<file path="config.mk">
export PLATFORM = sky130hd
export DESIGN_NAME = rfc_top
export DESIGN_NICKNAME = d
export VERILOG_FILES = /design/src/rtl/rfc_pkg.sv /design/src/rtl/rfc_rx_fault_mon.sv /design/src/rtl/rfc_top.sv
export SDC_FILE = /design/constraint.sdc
export NUM_CORES = 1
export LEC_CHECK = 0
export BUFFER_PORTS_ARGS = -buffer_cell sky130_fd_sc_hd__buf_4
export CAP_MARGIN = 5
export CORE_AREA = 2 2 128 130
export CTS_CLUSTER_DIAMETER = 60
export DETAILED_ROUTE_END_ITERATION = 16
export DIE_AREA = 0 0 130 132
export HOLD_SLACK_MARGIN = 0.08
export PLACE_DENSITY = 0.73
export SKIP_CTS_REPAIR_TIMING = 1
export SLEW_MARGIN = 20
export SYNTH_ARGS = -nofsm -noshare
export SYNTH_HDL_FRONTEND = slang
export SYNTH_SLANG_ARGS = --single-unit
</file>
<file path="constraint.sdc">
create_clock -name CLK_SYS_I -period 5.9 [get_ports CLK_SYS_I]
set_input_delay 0.59 -clock CLK_SYS_I [delete_from_list [all_inputs] [get_ports CLK_SYS_I]]
set_output_delay 0.59 -clock CLK_SYS_I [all_outputs]
set_load 0.01 [all_outputs]
</file>
<file path="src/rtl/rfc_pkg.sv">
// Constants, types and helpers for the reconciliation fault control block.
// Assumes a 64-bit, 8-lane data path toward the MAC and the PCS, one clock.
package rfc_pkg;

    // Register byte offsets
    localparam logic [7:0] RFC_CTRL_OFFSET   = 8'h00;
    localparam logic [7:0] RFC_STATUS_OFFSET = 8'h04;

    // Control register fields
    localparam int         RFC_CTRL_FAULT_EN_BIT = 0;
    localparam int         RFC_CTRL_LOCAL_BIT    = 1;
    localparam int         RFC_CTRL_REMOTE_BIT   = 2;
    localparam int         RFC_CTRL_IDLE_BIT     = 3;
    localparam logic [3:0] RFC_CTRL_RESET        = 4'h0;

    // Status register fields
    localparam int RFC_STAT_RX_LOCAL_BIT  = 0;
    localparam int RFC_STAT_RX_REMOTE_BIT = 1;
    localparam int RFC_STAT_TX_MODE_LSB   = 4;

    // AHB-Lite transfer type: bit 1 set for NONSEQ or SEQ
    localparam int RFC_HTRANS_ACTIVE_BIT = 1;

    // Lane characters and control patterns
    localparam logic [7:0]  RFC_CHAR_IDLE    = 8'h07;
    localparam logic [7:0]  RFC_CHAR_SEQ     = 8'h9c;
    localparam logic [7:0]  RFC_CODE_LOCAL   = 8'h01;
    localparam logic [7:0]  RFC_CODE_REMOTE  = 8'h02;
    localparam logic [7:0]  RFC_CHAR_ZERO    = 8'h00;
    localparam logic [3:0]  RFC_SEQ_COL_CTRL = 4'h1;
    localparam logic [7:0]  RFC_IDLE_CTRL    = 8'hff;
    localparam logic [63:0] RFC_IDLE_WORD    = {8{RFC_CHAR_IDLE}};

    // Fault detection: sequences needed and column window
    localparam logic [2:0] RFC_SEQ_NEEDED  = 3'h4;
    localparam logic [7:0] RFC_COL_WINDOW  = 8'h80;
    localparam logic [7:0] RFC_COLS_PER_WD = 8'h02;

    typedef enum logic [1:0] {
        RFC_FLT_NONE,
        RFC_FLT_LOCAL,
        RFC_FLT_REMOTE
    } rfc_fault_type;

    typedef enum logic [1:0] {
        RFC_TXM_DATA,
        RFC_TXM_LOCAL,
        RFC_TXM_REMOTE,
        RFC_TXM_IDLE
    } rfc_tx_mode_type;

    // Classify one 32-bit column as a fault sequence or not
    function automatic rfc_fault_type rfc_col_fault(input logic [31:0] d,
                                                    input logic [3:0]  c);
        rfc_fault_type f;
        f = RFC_FLT_NONE;
        if (c == RFC_SEQ_COL_CTRL && d[7:0] == RFC_CHAR_SEQ
            && d[23:8] == {RFC_CHAR_ZERO, RFC_CHAR_ZERO}) begin
            if (d[31:24] == RFC_CODE_LOCAL) begin
                f = RFC_FLT_LOCAL;
            end else if (d[31:24] == RFC_CODE_REMOTE) begin
                f = RFC_FLT_REMOTE;
            end
        end
        return f;
    endfunction : rfc_col_fault

    // Build one 64-bit word of two fault sequence columns
    function automatic logic [63:0] rfc_fault_word(input logic [7:0] code);
        logic [31:0] col;
        col = {code, RFC_CHAR_ZERO, RFC_CHAR_ZERO, RFC_CHAR_SEQ};
        return {col, col};
    endfunction : rfc_fault_word

endpackage : rfc_pkg

</file>
<file path="src/rtl/rfc_rx_fault_mon.sv">
// Receive fault monitor: tracks fault sequences arriving from the PCS.
// Assumes one 64-bit word (two columns) per clock from the receive PCS.
`timescale 1ns/1ps
`default_nettype none
module rfc_rx_fault_mon
    import rfc_pkg::*;
(
    // Clock and resets
    input  wire logic        clk_i,
    input  wire logic        rst_i,
    input  wire logic        srst_i,
    // Receive words from the PCS
    input  wire logic [63:0] rx_data_i,
    input  wire logic [7:0]  rx_ctrl_i,
    // Fault modes
    output logic             local_mode_o,
    output logic             remote_mode_o
);

    typedef struct packed {
        rfc_fault_type last_seq;
        logic [2:0]    seq_cnt;
        logic [7:0]    col_cnt;
        rfc_fault_type mode;
    } rfc_rx_state_type;

    rfc_rx_state_type st_ff;
    rfc_rx_state_type nxt_st;
    rfc_fault_type    lo_f;
    rfc_fault_type    hi_f;
    rfc_fault_type    word_f;

    // Pick the fault type seen in this word, upper column last
    always_comb begin
        lo_f   = rfc_col_fault(rx_data_i[31:0], rx_ctrl_i[3:0]);
        hi_f   = rfc_col_fault(rx_data_i[63:32], rx_ctrl_i[7:4]);
        word_f = (hi_f != RFC_FLT_NONE) ? hi_f : lo_f;
    end

    // Sequence counting and fault mode tracking
    always_comb begin
        nxt_st = st_ff;
        if (srst_i) begin
            nxt_st = '0;
        end else if (word_f != RFC_FLT_NONE) begin
            nxt_st.col_cnt = '0;
            if (word_f == st_ff.last_seq) begin
                if (st_ff.seq_cnt >= RFC_SEQ_NEEDED - 3'h1) begin
                    nxt_st.mode = word_f;
                end else begin
                    nxt_st.seq_cnt = st_ff.seq_cnt + 3'h1;
                end
            end else begin
                nxt_st.last_seq = word_f;
                nxt_st.seq_cnt  = 3'h1;
            end
        end else if (st_ff.col_cnt >= RFC_COL_WINDOW - RFC_COLS_PER_WD) begin
            nxt_st.col_cnt  = '0;
            nxt_st.seq_cnt  = '0;
            nxt_st.last_seq = RFC_FLT_NONE;
            nxt_st.mode     = RFC_FLT_NONE;
        end else begin
            nxt_st.col_cnt = st_ff.col_cnt + RFC_COLS_PER_WD;
        end
    end

    // State register
    always_ff @(posedge clk_i or posedge rst_i) begin
        if (rst_i) begin
            st_ff <= '0;
        end else begin
            st_ff <= nxt_st;
        end
    end

    assign local_mode_o  = (st_ff.mode == RFC_FLT_LOCAL);
    assign remote_mode_o = (st_ff.mode == RFC_FLT_REMOTE);

    // Synchronous reset empties both fault modes next cycle
    property p_srst;
        @(posedge clk_i) disable iff (rst_i)
        srst_i |=> (!local_mode_o && !remote_mode_o);
    endproperty
    a_srst: assert property (p_srst) else $error("rx reset left a fault mode");

    // A quiet window ends any fault mode
    property p_quiet_clear;
        @(posedge clk_i) disable iff (rst_i)
        (!srst_i && word_f == RFC_FLT_NONE && st_ff.mode != RFC_FLT_NONE
         && st_ff.col_cnt >= RFC_COL_WINDOW - RFC_COLS_PER_WD)
        |=> (!local_mode_o && !remote_mode_o);
    endproperty
    a_quiet_clear: assert property (p_quiet_clear) else $error("fault mode not cleared");

endmodule : rfc_rx_fault_mon
`default_nettype wire

</file>
<file path="src/rtl/rfc_top.sv">
// Reconciliation fault control: AHB-Lite registers, receive fault monitor,
// fault status synchronisers and the transmit word selector.
// Assumes one system clock, synchronous inputs and a single AHB-Lite master.
`timescale 1ns/1ps
`default_nettype none
module rfc_top
    import rfc_pkg::*;
(
    // Clock and reset
    input  wire logic        CLK_SYS_I,
    input  wire logic        RST_I,
    // AHB-Lite slave
    input  wire logic        HSEL_I,
    input  wire logic [31:0] HADDR_I,
    input  wire logic [1:0]  HTRANS_I,
    input  wire logic        HWRITE_I,
    input  wire logic [2:0]  HSIZE_I,
    input  wire logic [31:0] HWDATA_I,
    input  wire logic        HREADY_I,
    output logic             HREADYOUT_O,
    output logic [31:0]      HRDATA_O,
    output logic             HRESP_O,
    // Receive side from the PCS
    input  wire logic        RX_RECON_SRESET_I,
    input  wire logic [63:0] RX_DATA_I,
    input  wire logic [7:0]  RX_CTRL_I,
    output logic             RX_LOCAL_FAULT_O,
    output logic             RX_REMOTE_FAULT_O,
    // Transmit side: MAC in, PCS out
    input  wire logic [63:0] TX_DATA_I,
    input  wire logic [7:0]  TX_CTRL_I,
    output logic [63:0]      TX_DATA_O,
    output logic [7:0]       TX_CTRL_O
);
    import rfc_pkg::*;

    typedef struct packed {
        logic            fault_en;
        logic            force_local;
        logic            force_remote;
        logic            force_idle;
        logic            wr_pend;
        logic [7:0]      wr_addr;
        logic            hready;
        logic [31:0]     hrdata;
        logic [1:0]      sync1;
        logic [1:0]      sync2;
        rfc_tx_mode_type tx_mode;
        logic [63:0]     tx_data;
        logic [7:0]      tx_ctrl;
    } rfc_top_state_type;

    rfc_top_state_type st_ff;
    rfc_top_state_type nxt_st;
    logic              rx_local_mode;
    logic              rx_remote_mode;
    logic              addr_phase;
    logic [31:0]       ctrl_word;
    logic [31:0]       stat_word;

    // Receive fault monitor
    rfc_rx_fault_mon u_rx_mon (
        .clk_i         (CLK_SYS_I),
        .rst_i         (RST_I),
        .srst_i        (RX_RECON_SRESET_I),
        .rx_data_i     (RX_DATA_I),
        .rx_ctrl_i     (RX_CTRL_I),
        .local_mode_o  (rx_local_mode),
        .remote_mode_o (rx_remote_mode)
    );

    assign addr_phase = HSEL_I && HREADY_I && HTRANS_I[RFC_HTRANS_ACTIVE_BIT];

    // Next state: bus slave, synchronisers, transmit selection
    always_comb begin
        nxt_st        = st_ff;
        nxt_st.hready = 1'b1;
        ctrl_word     = '0;
        stat_word     = '0;
        // Data phase of a write lands in the control register
        if (st_ff.wr_pend && st_ff.wr_addr == RFC_CTRL_OFFSET) begin
            nxt_st.fault_en     = HWDATA_I[RFC_CTRL_FAULT_EN_BIT];
            nxt_st.force_local  = HWDATA_I[RFC_CTRL_LOCAL_BIT];
            nxt_st.force_remote = HWDATA_I[RFC_CTRL_REMOTE_BIT];
            nxt_st.force_idle   = HWDATA_I[RFC_CTRL_IDLE_BIT];
        end
        // Read values, control taken after any write this cycle
        ctrl_word[RFC_CTRL_FAULT_EN_BIT]  = nxt_st.fault_en;
        ctrl_word[RFC_CTRL_LOCAL_BIT]     = nxt_st.force_local;
        ctrl_word[RFC_CTRL_REMOTE_BIT]    = nxt_st.force_remote;
        ctrl_word[RFC_CTRL_IDLE_BIT]      = nxt_st.force_idle;
        stat_word[RFC_STAT_RX_LOCAL_BIT]  = st_ff.sync2[0];
        stat_word[RFC_STAT_RX_REMOTE_BIT] = st_ff.sync2[1];
        stat_word[RFC_STAT_TX_MODE_LSB +: 2] = st_ff.tx_mode;
        // Address phase: capture write, or fetch read data
        nxt_st.wr_pend = addr_phase && HWRITE_I;
        nxt_st.wr_addr = HADDR_I[7:0];
        if (addr_phase && !HWRITE_I) begin
            case (HADDR_I[7:0])
                RFC_CTRL_OFFSET:   nxt_st.hrdata = ctrl_word;
                RFC_STATUS_OFFSET: nxt_st.hrdata = stat_word;
                default:           nxt_st.hrdata = '0;
            endcase
        end
        // Fault modes into the transmit logic through two flops
        nxt_st.sync1 = {rx_remote_mode, rx_local_mode};
        nxt_st.sync2 = st_ff.sync1;
        // Forced sends first, then fault response, then MAC data
        if (st_ff.force_local) begin
            nxt_st.tx_mode = RFC_TXM_LOCAL;
        end else if (st_ff.force_remote) begin
            nxt_st.tx_mode = RFC_TXM_REMOTE;
        end else if (st_ff.force_idle) begin
            nxt_st.tx_mode = RFC_TXM_IDLE;
        end else if (st_ff.fault_en && st_ff.sync2[0]) begin
            nxt_st.tx_mode = RFC_TXM_REMOTE;
        end else if (st_ff.fault_en && st_ff.sync2[1]) begin
            nxt_st.tx_mode = RFC_TXM_IDLE;
        end else begin
            nxt_st.tx_mode = RFC_TXM_DATA;
        end
        // Word put out toward the PCS
        case (nxt_st.tx_mode)
            RFC_TXM_LOCAL: begin
                nxt_st.tx_data = rfc_fault_word(RFC_CODE_LOCAL);
                nxt_st.tx_ctrl = {RFC_SEQ_COL_CTRL, RFC_SEQ_COL_CTRL};
            end
            RFC_TXM_REMOTE: begin
                nxt_st.tx_data = rfc_fault_word(RFC_CODE_REMOTE);
                nxt_st.tx_ctrl = {RFC_SEQ_COL_CTRL, RFC_SEQ_COL_CTRL};
            end
            RFC_TXM_IDLE: begin
                nxt_st.tx_data = RFC_IDLE_WORD;
                nxt_st.tx_ctrl = RFC_IDLE_CTRL;
            end
            default: begin
                nxt_st.tx_data = TX_DATA_I;
                nxt_st.tx_ctrl = TX_CTRL_I;
            end
        endcase
    end

    // State register, idles toward the PCS during reset
    always_ff @(posedge CLK_SYS_I or posedge RST_I) begin
        if (RST_I) begin
            st_ff              <= '0;
            st_ff.fault_en     <= RFC_CTRL_RESET[RFC_CTRL_FAULT_EN_BIT];
            st_ff.force_local  <= RFC_CTRL_RESET[RFC_CTRL_LOCAL_BIT];
            st_ff.force_remote <= RFC_CTRL_RESET[RFC_CTRL_REMOTE_BIT];
            st_ff.force_idle   <= RFC_CTRL_RESET[RFC_CTRL_IDLE_BIT];
            st_ff.hready       <= 1'b1;
            st_ff.tx_mode      <= RFC_TXM_IDLE;
            st_ff.tx_data      <= RFC_IDLE_WORD;
            st_ff.tx_ctrl      <= RFC_IDLE_CTRL;
        end else begin
            st_ff <= nxt_st;
        end
    end

    // Outputs straight from flops, except HRESP_O tied low
    assign HREADYOUT_O       = st_ff.hready;
    assign HRDATA_O          = st_ff.hrdata;
    assign HRESP_O           = 1'b0;
    assign RX_LOCAL_FAULT_O  = st_ff.sync2[0];
    assign RX_REMOTE_FAULT_O = st_ff.sync2[1];
    assign TX_DATA_O         = st_ff.tx_data;
    assign TX_CTRL_O         = st_ff.tx_ctrl;

    // Forced local fault wins over everything
    property p_force_local;
        @(posedge CLK_SYS_I) disable iff (RST_I)
        st_ff.force_local |=> (TX_DATA_O == rfc_fault_word(RFC_CODE_LOCAL)
                               && TX_CTRL_O == {RFC_SEQ_COL_CTRL, RFC_SEQ_COL_CTRL});
    endproperty
    a_force_local: assert property (p_force_local) else $error("local fault not sent");

    // Forced remote fault when local is not forced
    property p_force_remote;
        @(posedge CLK_SYS_I) disable iff (RST_I)
        (!st_ff.force_local && st_ff.force_remote)
        |=> (TX_DATA_O == rfc_fault_word(RFC_CODE_REMOTE));
    endproperty
    a_force_remote: assert property (p_force_remote) else $error("remote fault not sent");

    // Forced idle replaces frame traffic
    property p_force_idle;
        @(posedge CLK_SYS_I) disable iff (RST_I)
        (!st_ff.force_local && !st_ff.force_remote && st_ff.force_idle)
        |=> (TX_DATA_O == RFC_IDLE_WORD && TX_CTRL_O == RFC_IDLE_CTRL);
    endproperty
    a_force_idle: assert property (p_force_idle) else $error("idle not forced");

    // With response off, MAC data passes regardless of faults
    // Sampled reset in the antecedent skips the edge that still saw reset
    property p_resp_off;
        @(posedge CLK_SYS_I) disable iff (RST_I)
        (!RST_I && !st_ff.force_local && !st_ff.force_remote && !st_ff.force_idle
         && !st_ff.fault_en)
        |=> (TX_DATA_O == $past(TX_DATA_I) && TX_CTRL_O == $past(TX_CTRL_I));
    endproperty
    a_resp_off: assert property (p_resp_off) else $error("fault acted on while disabled");

    // Indications follow the receive modes two cycles late
    property p_sync;
        @(posedge CLK_SYS_I) disable iff (RST_I)
        ##2 (RX_LOCAL_FAULT_O == $past(rx_local_mode, 2)
             && RX_REMOTE_FAULT_O == $past(rx_remote_mode, 2));
    endproperty
    a_sync: assert property (p_sync) else $error("indication not two flops late");

    // Local fault received: remote fault returned
    property p_resp_local;
        @(posedge CLK_SYS_I) disable iff (RST_I)
        (!st_ff.force_local && !st_ff.force_remote && !st_ff.force_idle
         && st_ff.fault_en && RX_LOCAL_FAULT_O)
        |=> (TX_DATA_O == rfc_fault_word(RFC_CODE_REMOTE));
    endproperty
    a_resp_local: assert property (p_resp_local) else $error("no answer to local fault");

    // Remote fault received: idles only
    property p_resp_remote;
        @(posedge CLK_SYS_I) disable iff (RST_I)
        (!st_ff.force_local && !st_ff.force_remote && !st_ff.force_idle
         && st_ff.fault_en && !RX_LOCAL_FAULT_O && RX_REMOTE_FAULT_O)
        |=> (TX_DATA_O == RFC_IDLE_WORD);
    endproperty
    a_resp_remote: assert property (p_resp_remote) else $error("no answer to remote fault");

    // No fault and no force: traffic resumes, not at the reset edge
    property p_resume;
        @(posedge CLK_SYS_I) disable iff (RST_I)
        (!RST_I && !st_ff.force_local && !st_ff.force_remote && !st_ff.force_idle
         && !RX_LOCAL_FAULT_O && !RX_REMOTE_FAULT_O)
        |=> (TX_DATA_O == $past(TX_DATA_I) && st_ff.tx_mode == RFC_TXM_DATA);
    endproperty
    a_resume: assert property (p_resume) else $error("traffic did not resume");

endmodule : rfc_top
`default_nettype wire

</file>
Word-level counts from Yosys, hierarchy flattened --
Index checks and enable logic that the tools add are counted.
Storage, ports and cells: output and inout port bits 108, bits of input ports 219, register bits after elaboration 138, word-level logic and storage cells 86
Cells by class: magnitude comparators 2, muxes and demuxes 25, add/subtract/negate cells 2, reduce and logical (&&, ||, !) cells 22, equality and inequality tests 19
Operator list (count):
- $pmux 72 s3 | 1
- $logic_not 16->1 | 2
- $mux 2 | 16
- $mux 15 | 2
- $eq 8x1->1 const B | 2
- $eq 8x2->1 const B | 2
- $eq 8x8->1 const B | 2
- $logic_not 8->1 | 2
- $pmux 6 s2 | 1
- $logic_and 1x1->1 | 11
- $ne 3x3->1 const B | 3
- $add 8x2->8 const B | 1
- $eq 4x1->1 const B | 2
- $eq 8x3->1 const B | 1
- $ge 8x7->1 const B | 1
- $mux 8 | 1
- $eq 2x2->1 const B | 3
- $mux 3 | 2
- $mux 5 | 1
- $eq 2x1->1 const B | 2
- $mux 4 | 1
- $ne 4x4->1 const B | 1
- $reduce_and 2->1 | 2
- $reduce_bool 2->1 | 2
- 6 further kinds | 6

Logic depth before layout (Yosys ltp) --
word-level depth 10, mapped depth 9, depth with buffers taken out 7

Hierarchy --
Synthesis repeated with hierarchy kept, for this count alone.
Second synthesis, totals: cell total of the unflattened synthesis 492, area total of the unflattened synthesis 5336.4 sq um
Modules (own cells, without submodules):
- rfc_top | instances 1, sequential area each 2469.9 sq um, area an instance 4185.3 sq um, cells each 364
- rfc_rx_fault_mon | instances 1, sequential area each 350.3 sq um, area an instance 1151.1 sq um, cells each 128

Least setup slack after synthesis --
Ideal clock, no wire load.
kind input to register, from input RX_DATA_I[51], to register u_rx_mon.st_ff[10] (netlist bit), path slack 3.252 ns, path buffers 0, required time 5.760 ns, cell stages on the path 7, setup time 0.140 ns, arrival time 2.508 ns, path through or4_4 -> nand3b_4 -> or4_1 -> and3_4 -> or4_1 -> o21ai_1 -> a221oi_1
On the way: word-level cells in the longest chain between the ends 9, elaborated cells on any way between the ends 13, those cells by class eq/ne (2); mux (5); reduce/logical (6)
Ends and longest elaborated chain:
- from (decl) | line rfc_top.sv:25 | input wire logic [63:0] RX_DATA_I,
- $logic_not 16->1 (*) | line rfc_pkg.sv:58 | && d[23:8] == {RFC_CHAR_ZERO, RFC_CHAR_ZERO}) begin
- $logic_and 1x1->1 (*) | line rfc_pkg.sv:58
- $mux 2 (*) | line rfc_pkg.sv:57 | if (c == RFC_SEQ_COL_CTRL && d[7:0] == RFC_CHAR_SEQ
- $reduce_bool 2->1 | line rfc_rx_fault_mon.sv:37 | word_f = (hi_f != RFC_FLT_NONE) ? hi_f : lo_f;
- $mux 2 (*) | line rfc_rx_fault_mon.sv:37
- $eq 2x2->1 | line rfc_rx_fault_mon.sv:47 | if (word_f == st_ff.last_seq) begin
- $mux 3 | line rfc_rx_fault_mon.sv:47
- $mux 15 | line rfc_rx_fault_mon.sv:45 | end else if (word_f != RFC_FLT_NONE) begin
- $mux 15 | line rfc_rx_fault_mon.sv:43 | if (srst_i) begin
- to (signal assigned) | line rfc_rx_fault_mon.sv:72 | st_ff <= nxt_st;
- to (decl) | line rfc_rx_fault_mon.sv:27 | rfc_rx_state_type st_ff;
Mark *: on every way between the ends. The rest lies on a longest branch, timed or not. A chain may end at the register's enable or synchronous reset.

Worst setup path after layout --
from input RX_DATA_I[59], to register u_rx_mon.st_ff[10] (netlist bit)
On the way: word-level cells in the longest chain between the ends 10, elaborated cells on any way between the ends 15, those cells by class eq/ne (4); mux (7); reduce/logical (4)
Ends and longest elaborated chain:
- $eq 8x2->1 | line rfc_pkg.sv:61 | end else if (d[31:24] == RFC_CODE_REMOTE) begin
- $mux 2 | line rfc_pkg.sv:61
- $mux 2 (*) | line rfc_pkg.sv:59 | if (d[31:24] == RFC_CODE_LOCAL) begin
- $mux 2 (*) | line rfc_pkg.sv:57
- $reduce_bool 2->1 | line rfc_rx_fault_mon.sv:37
- $mux 2 (*) | line rfc_rx_fault_mon.sv:37
- $eq 2x2->1 | line rfc_rx_fault_mon.sv:47
- $mux 3 | line rfc_rx_fault_mon.sv:47
- $mux 15 | line rfc_rx_fault_mon.sv:45
- $mux 15 | line rfc_rx_fault_mon.sv:43
Marked as above.

==> flow_summary.yaml <==
detailed_routing:
  wl_per_cell_microns: 13.23
  vias_per_cell: 4.373
  antenna_left: 0
  vias: 3870
  dr.first_iter.drc_count: 162
  drc_errors: 0
  drtPass1Iterations: 4
  wl_mm: 11.71
min_path:
  hold_path.class: "input pin to async pin"
clock_network:
  cts_buffers: 9
  clock_latency_ps: 340
  cts_tree: "done"
  clock-sinks: 111
  htree_num_levels: 3
  cts_buffer_depth: 2
  clkSlewWorstSetupHoldPaths_ps: 80
  cts-root-buf: "clkbuf_16"
synth:
  synthMuxAreaShare_pct: 1.236
  synth-seq-cells: 111
  synth-simple-area-share_pct: 19.30
  syn_inst: 503
  ys_seq_area_share_pct: 53.58
  synth-xor-area-share_pct: 0.8319
  ys_warn_count: 0
  syn_area_sq_mm: 0.005264
  avgSynthCellArea_sq_um: 10.46
  synth-compound-area-share_pct: 6.133
  postSynth.asyncResetShare_pct: 100.0
  synth_fa_ha_area_share_pct: 1.426
  synthDistinctLibCells: 51
  synth_enable_flop_cells: 0
  synth_ff_type: "dfrtp_1"
  synth_top_family_by_area: "simple AND/OR/NAND/NOR gates"
finish:
  final_cell_mix: "244 x buf_4, 77 x dfrtp_1, 74 x nand2_1"
  syn_to_final_growth_pct: 31.73
  mostFrequentLayoutCell: "buf_4"
  final_nets: 888
  fin_area_sq_mm: 0.006934
  layout-drive-gt1-share_pct: 46.11
sta:
  rsz0062_at_grt: "false"
  slew_viol_final: 0
  fmax_mhz: 372.7
  period_minus_slack_ps: 2683
  post-route-period-util_pct: 45.47
  finalHoldViolations: 0
  finalSetupViolCount: 0
  relSlewSlack_pct: 39.24
  fin_tns_setup_ps: 0
  skew_ps: 11.15
  worst_slew_pin_slew_ps: 911.4
floorplan:
  die_h_microns: 132
  rows: 46
  core_area_sq_mm: 0.01571
  die_x_microns: 130
  die_area_sq_mm: 0.01716
  ios: 327
  start_util_pct: 33.50
critical_path:
  crit_chain: "buf_4 -> nor4b_1 -> nand4_1 -> nor4_2 -> o21ai_0 -> a32o_1 -> nor4_1 -> a221oi_1"
  critical_path_peak_fanout: 6
  timing.rr.end: "TX_DATA_O[39]$_DFF_PP0_"
  reg2reg_from: "RX_LOCAL_FAULT_O$_DFF_PP0_"
  end_kind: "flip-flop"
  worstSetupPathType: "input pin to flip-flop"
  ff2ff_setup_slack_ps: 3710
  rr_worst_depth: 8
  arrival_ps: 2890
  slowest_stage: "nor4_2"
  slowest_delay_ps: 610
  startpoint_type: "input pin"
  worstPathRequired_ps: 6110
global_route:
  met1_usage_pct: 15.41
  grt_max_degree: 76
  grt_usage_pct: 13.55
  grt_first_pass_wirelength_mm: 18.51
  grt_pass1_vias: 3841
  grt_use_met2_pct: 24.23
  grt_overflow: 0
  antenna_found_initial: 1
  grt_use_met3_pct: 3.896
  top_usage_layer: "met2"
status:
  status: "complete, no violations"
placed_design:
  placed_area_sq_mm: 0.006615
  routabilityCongestion: 0.8359
  place.detailed.hpwl_mm: 9.045
  port_buffers: 242
pwr:
  powerDensity_mw_per_mm2: 246.3
  leakage_nw: 3.501
  peakVddDrop_mv: 0.1283
flow_run:
  cap_violations: 0
-- worst max-delay path, delay by kind of cell --
kind                   cells  cell delay [ps]
AND/OR/NAND/NOR            4             1500
AO/OA/AOI/OAI              3              680
buffers and inverters      1              110
-- state kept, by name, summed over array words and instances (netlist names) --
name	flops
TX_DATA_O	64
st_ff	15
u_rx_mon.st_ff	14
TX_CTRL_O	8
HRDATA_O	6
nxt_st	2
RX_LOCAL_FAULT_O	1
RX_REMOTE_FAULT_O	1
-- synth_stat cells (5+ instances only) --
cell	instances	share of area (%)
nand2_1	74	5.3
ha_1	6	1.4
nor3_1	9	0.86
a211oi_1	5	0.71
a31oi_1	6	0.71
o21ai_0	6	0.57
dfstp_2	34	17
nor2_1	16	1.1
buf_4	106	15
dfrtp_1	77	37
clkbuf_1	12	0.86
inv_1	16	1.1
and2_1	35	4.2
a21oi_1	9	0.86
nand2b_1	10	1.2
nor4_1	14	1.7
nand3_1	5	0.48
-- worst max path at each step --
stage	cells after the start	slack (ps)	start	to
after global routing	8	2940	RX_DATA_I[41]	u_rx_mon.st_ff[10]$_DFFE_PP0P_
after global placement	8	2890	RX_DATA_I[59]	u_rx_mon.st_ff[10]$_DFFE_PP0P_
final	8	3220	RX_DATA_I[59]	u_rx_mon.st_ff[10]$_DFFE_PP0P_
after CTS	8	3220	RX_DATA_I[59]	u_rx_mon.st_ff[10]$_DFFE_PP0P_
after detailed placement	8	2870	RX_DATA_I[59]	u_rx_mon.st_ff[10]$_DFFE_PP0P_
after floorplan	1	2440	RST_I	HRDATA_O[0]$_DFFE_PP0P_
-- power by group --
part           leakage, nW  switching, mW  internal, mW
registers             1.37         0.0140         0.818
clock network        0.156          0.281         0.348
logic                 1.97          0.112         0.134
-- final cells by class --
type / instances / area (sq um)
Fill cell: 1543 / 8778
Sequential cell: 111 / 2820
Timing Repair Buffer: 244 / 1832
Multi-Input combinational cell: 281 / 1630
Tap cell: 216 / 270.3
Clock buffer: 10 / 239.0
Clock inverter: 6 / 77.57
Inverter: 16 / 62.56
Antenna cell: 1 / 2.502
-- routing by layer --
layer | vias up | share of wire, %
li1 | 1855 | -
met1 | 1807 | 38
met2 | 197 | 51
met3 | 11 | 9.6
met4 | 0 | 1.4
met5 | - | 0
-- through the flow --
stage	utilization, %	total power, mW	hold WS [ps]	std cells	worst slack (ps)
finish	44.13	1.708	284.3	885	3217
global route	44.12	1.798	319.5	884	2942
CTS	44.12	1.741	308.4	884	3225
detailed placement	42.10	1.098	339.3	868	2865
global placement	42.10	1.092	337.2	868	2886
floorplan	-	0.9973	331.2	529	2436
-- cells by family after synthesis --
group	after synthesis
other	2
AOI/OAI and AO/OA	47
buffers and inverters	137
xor gates and xnor gates	5
DFF	111
adders and majority gates	6
muxes	6
and+or+nand+nor	189
Note: power is estimated with default switching activity, not from simulation.
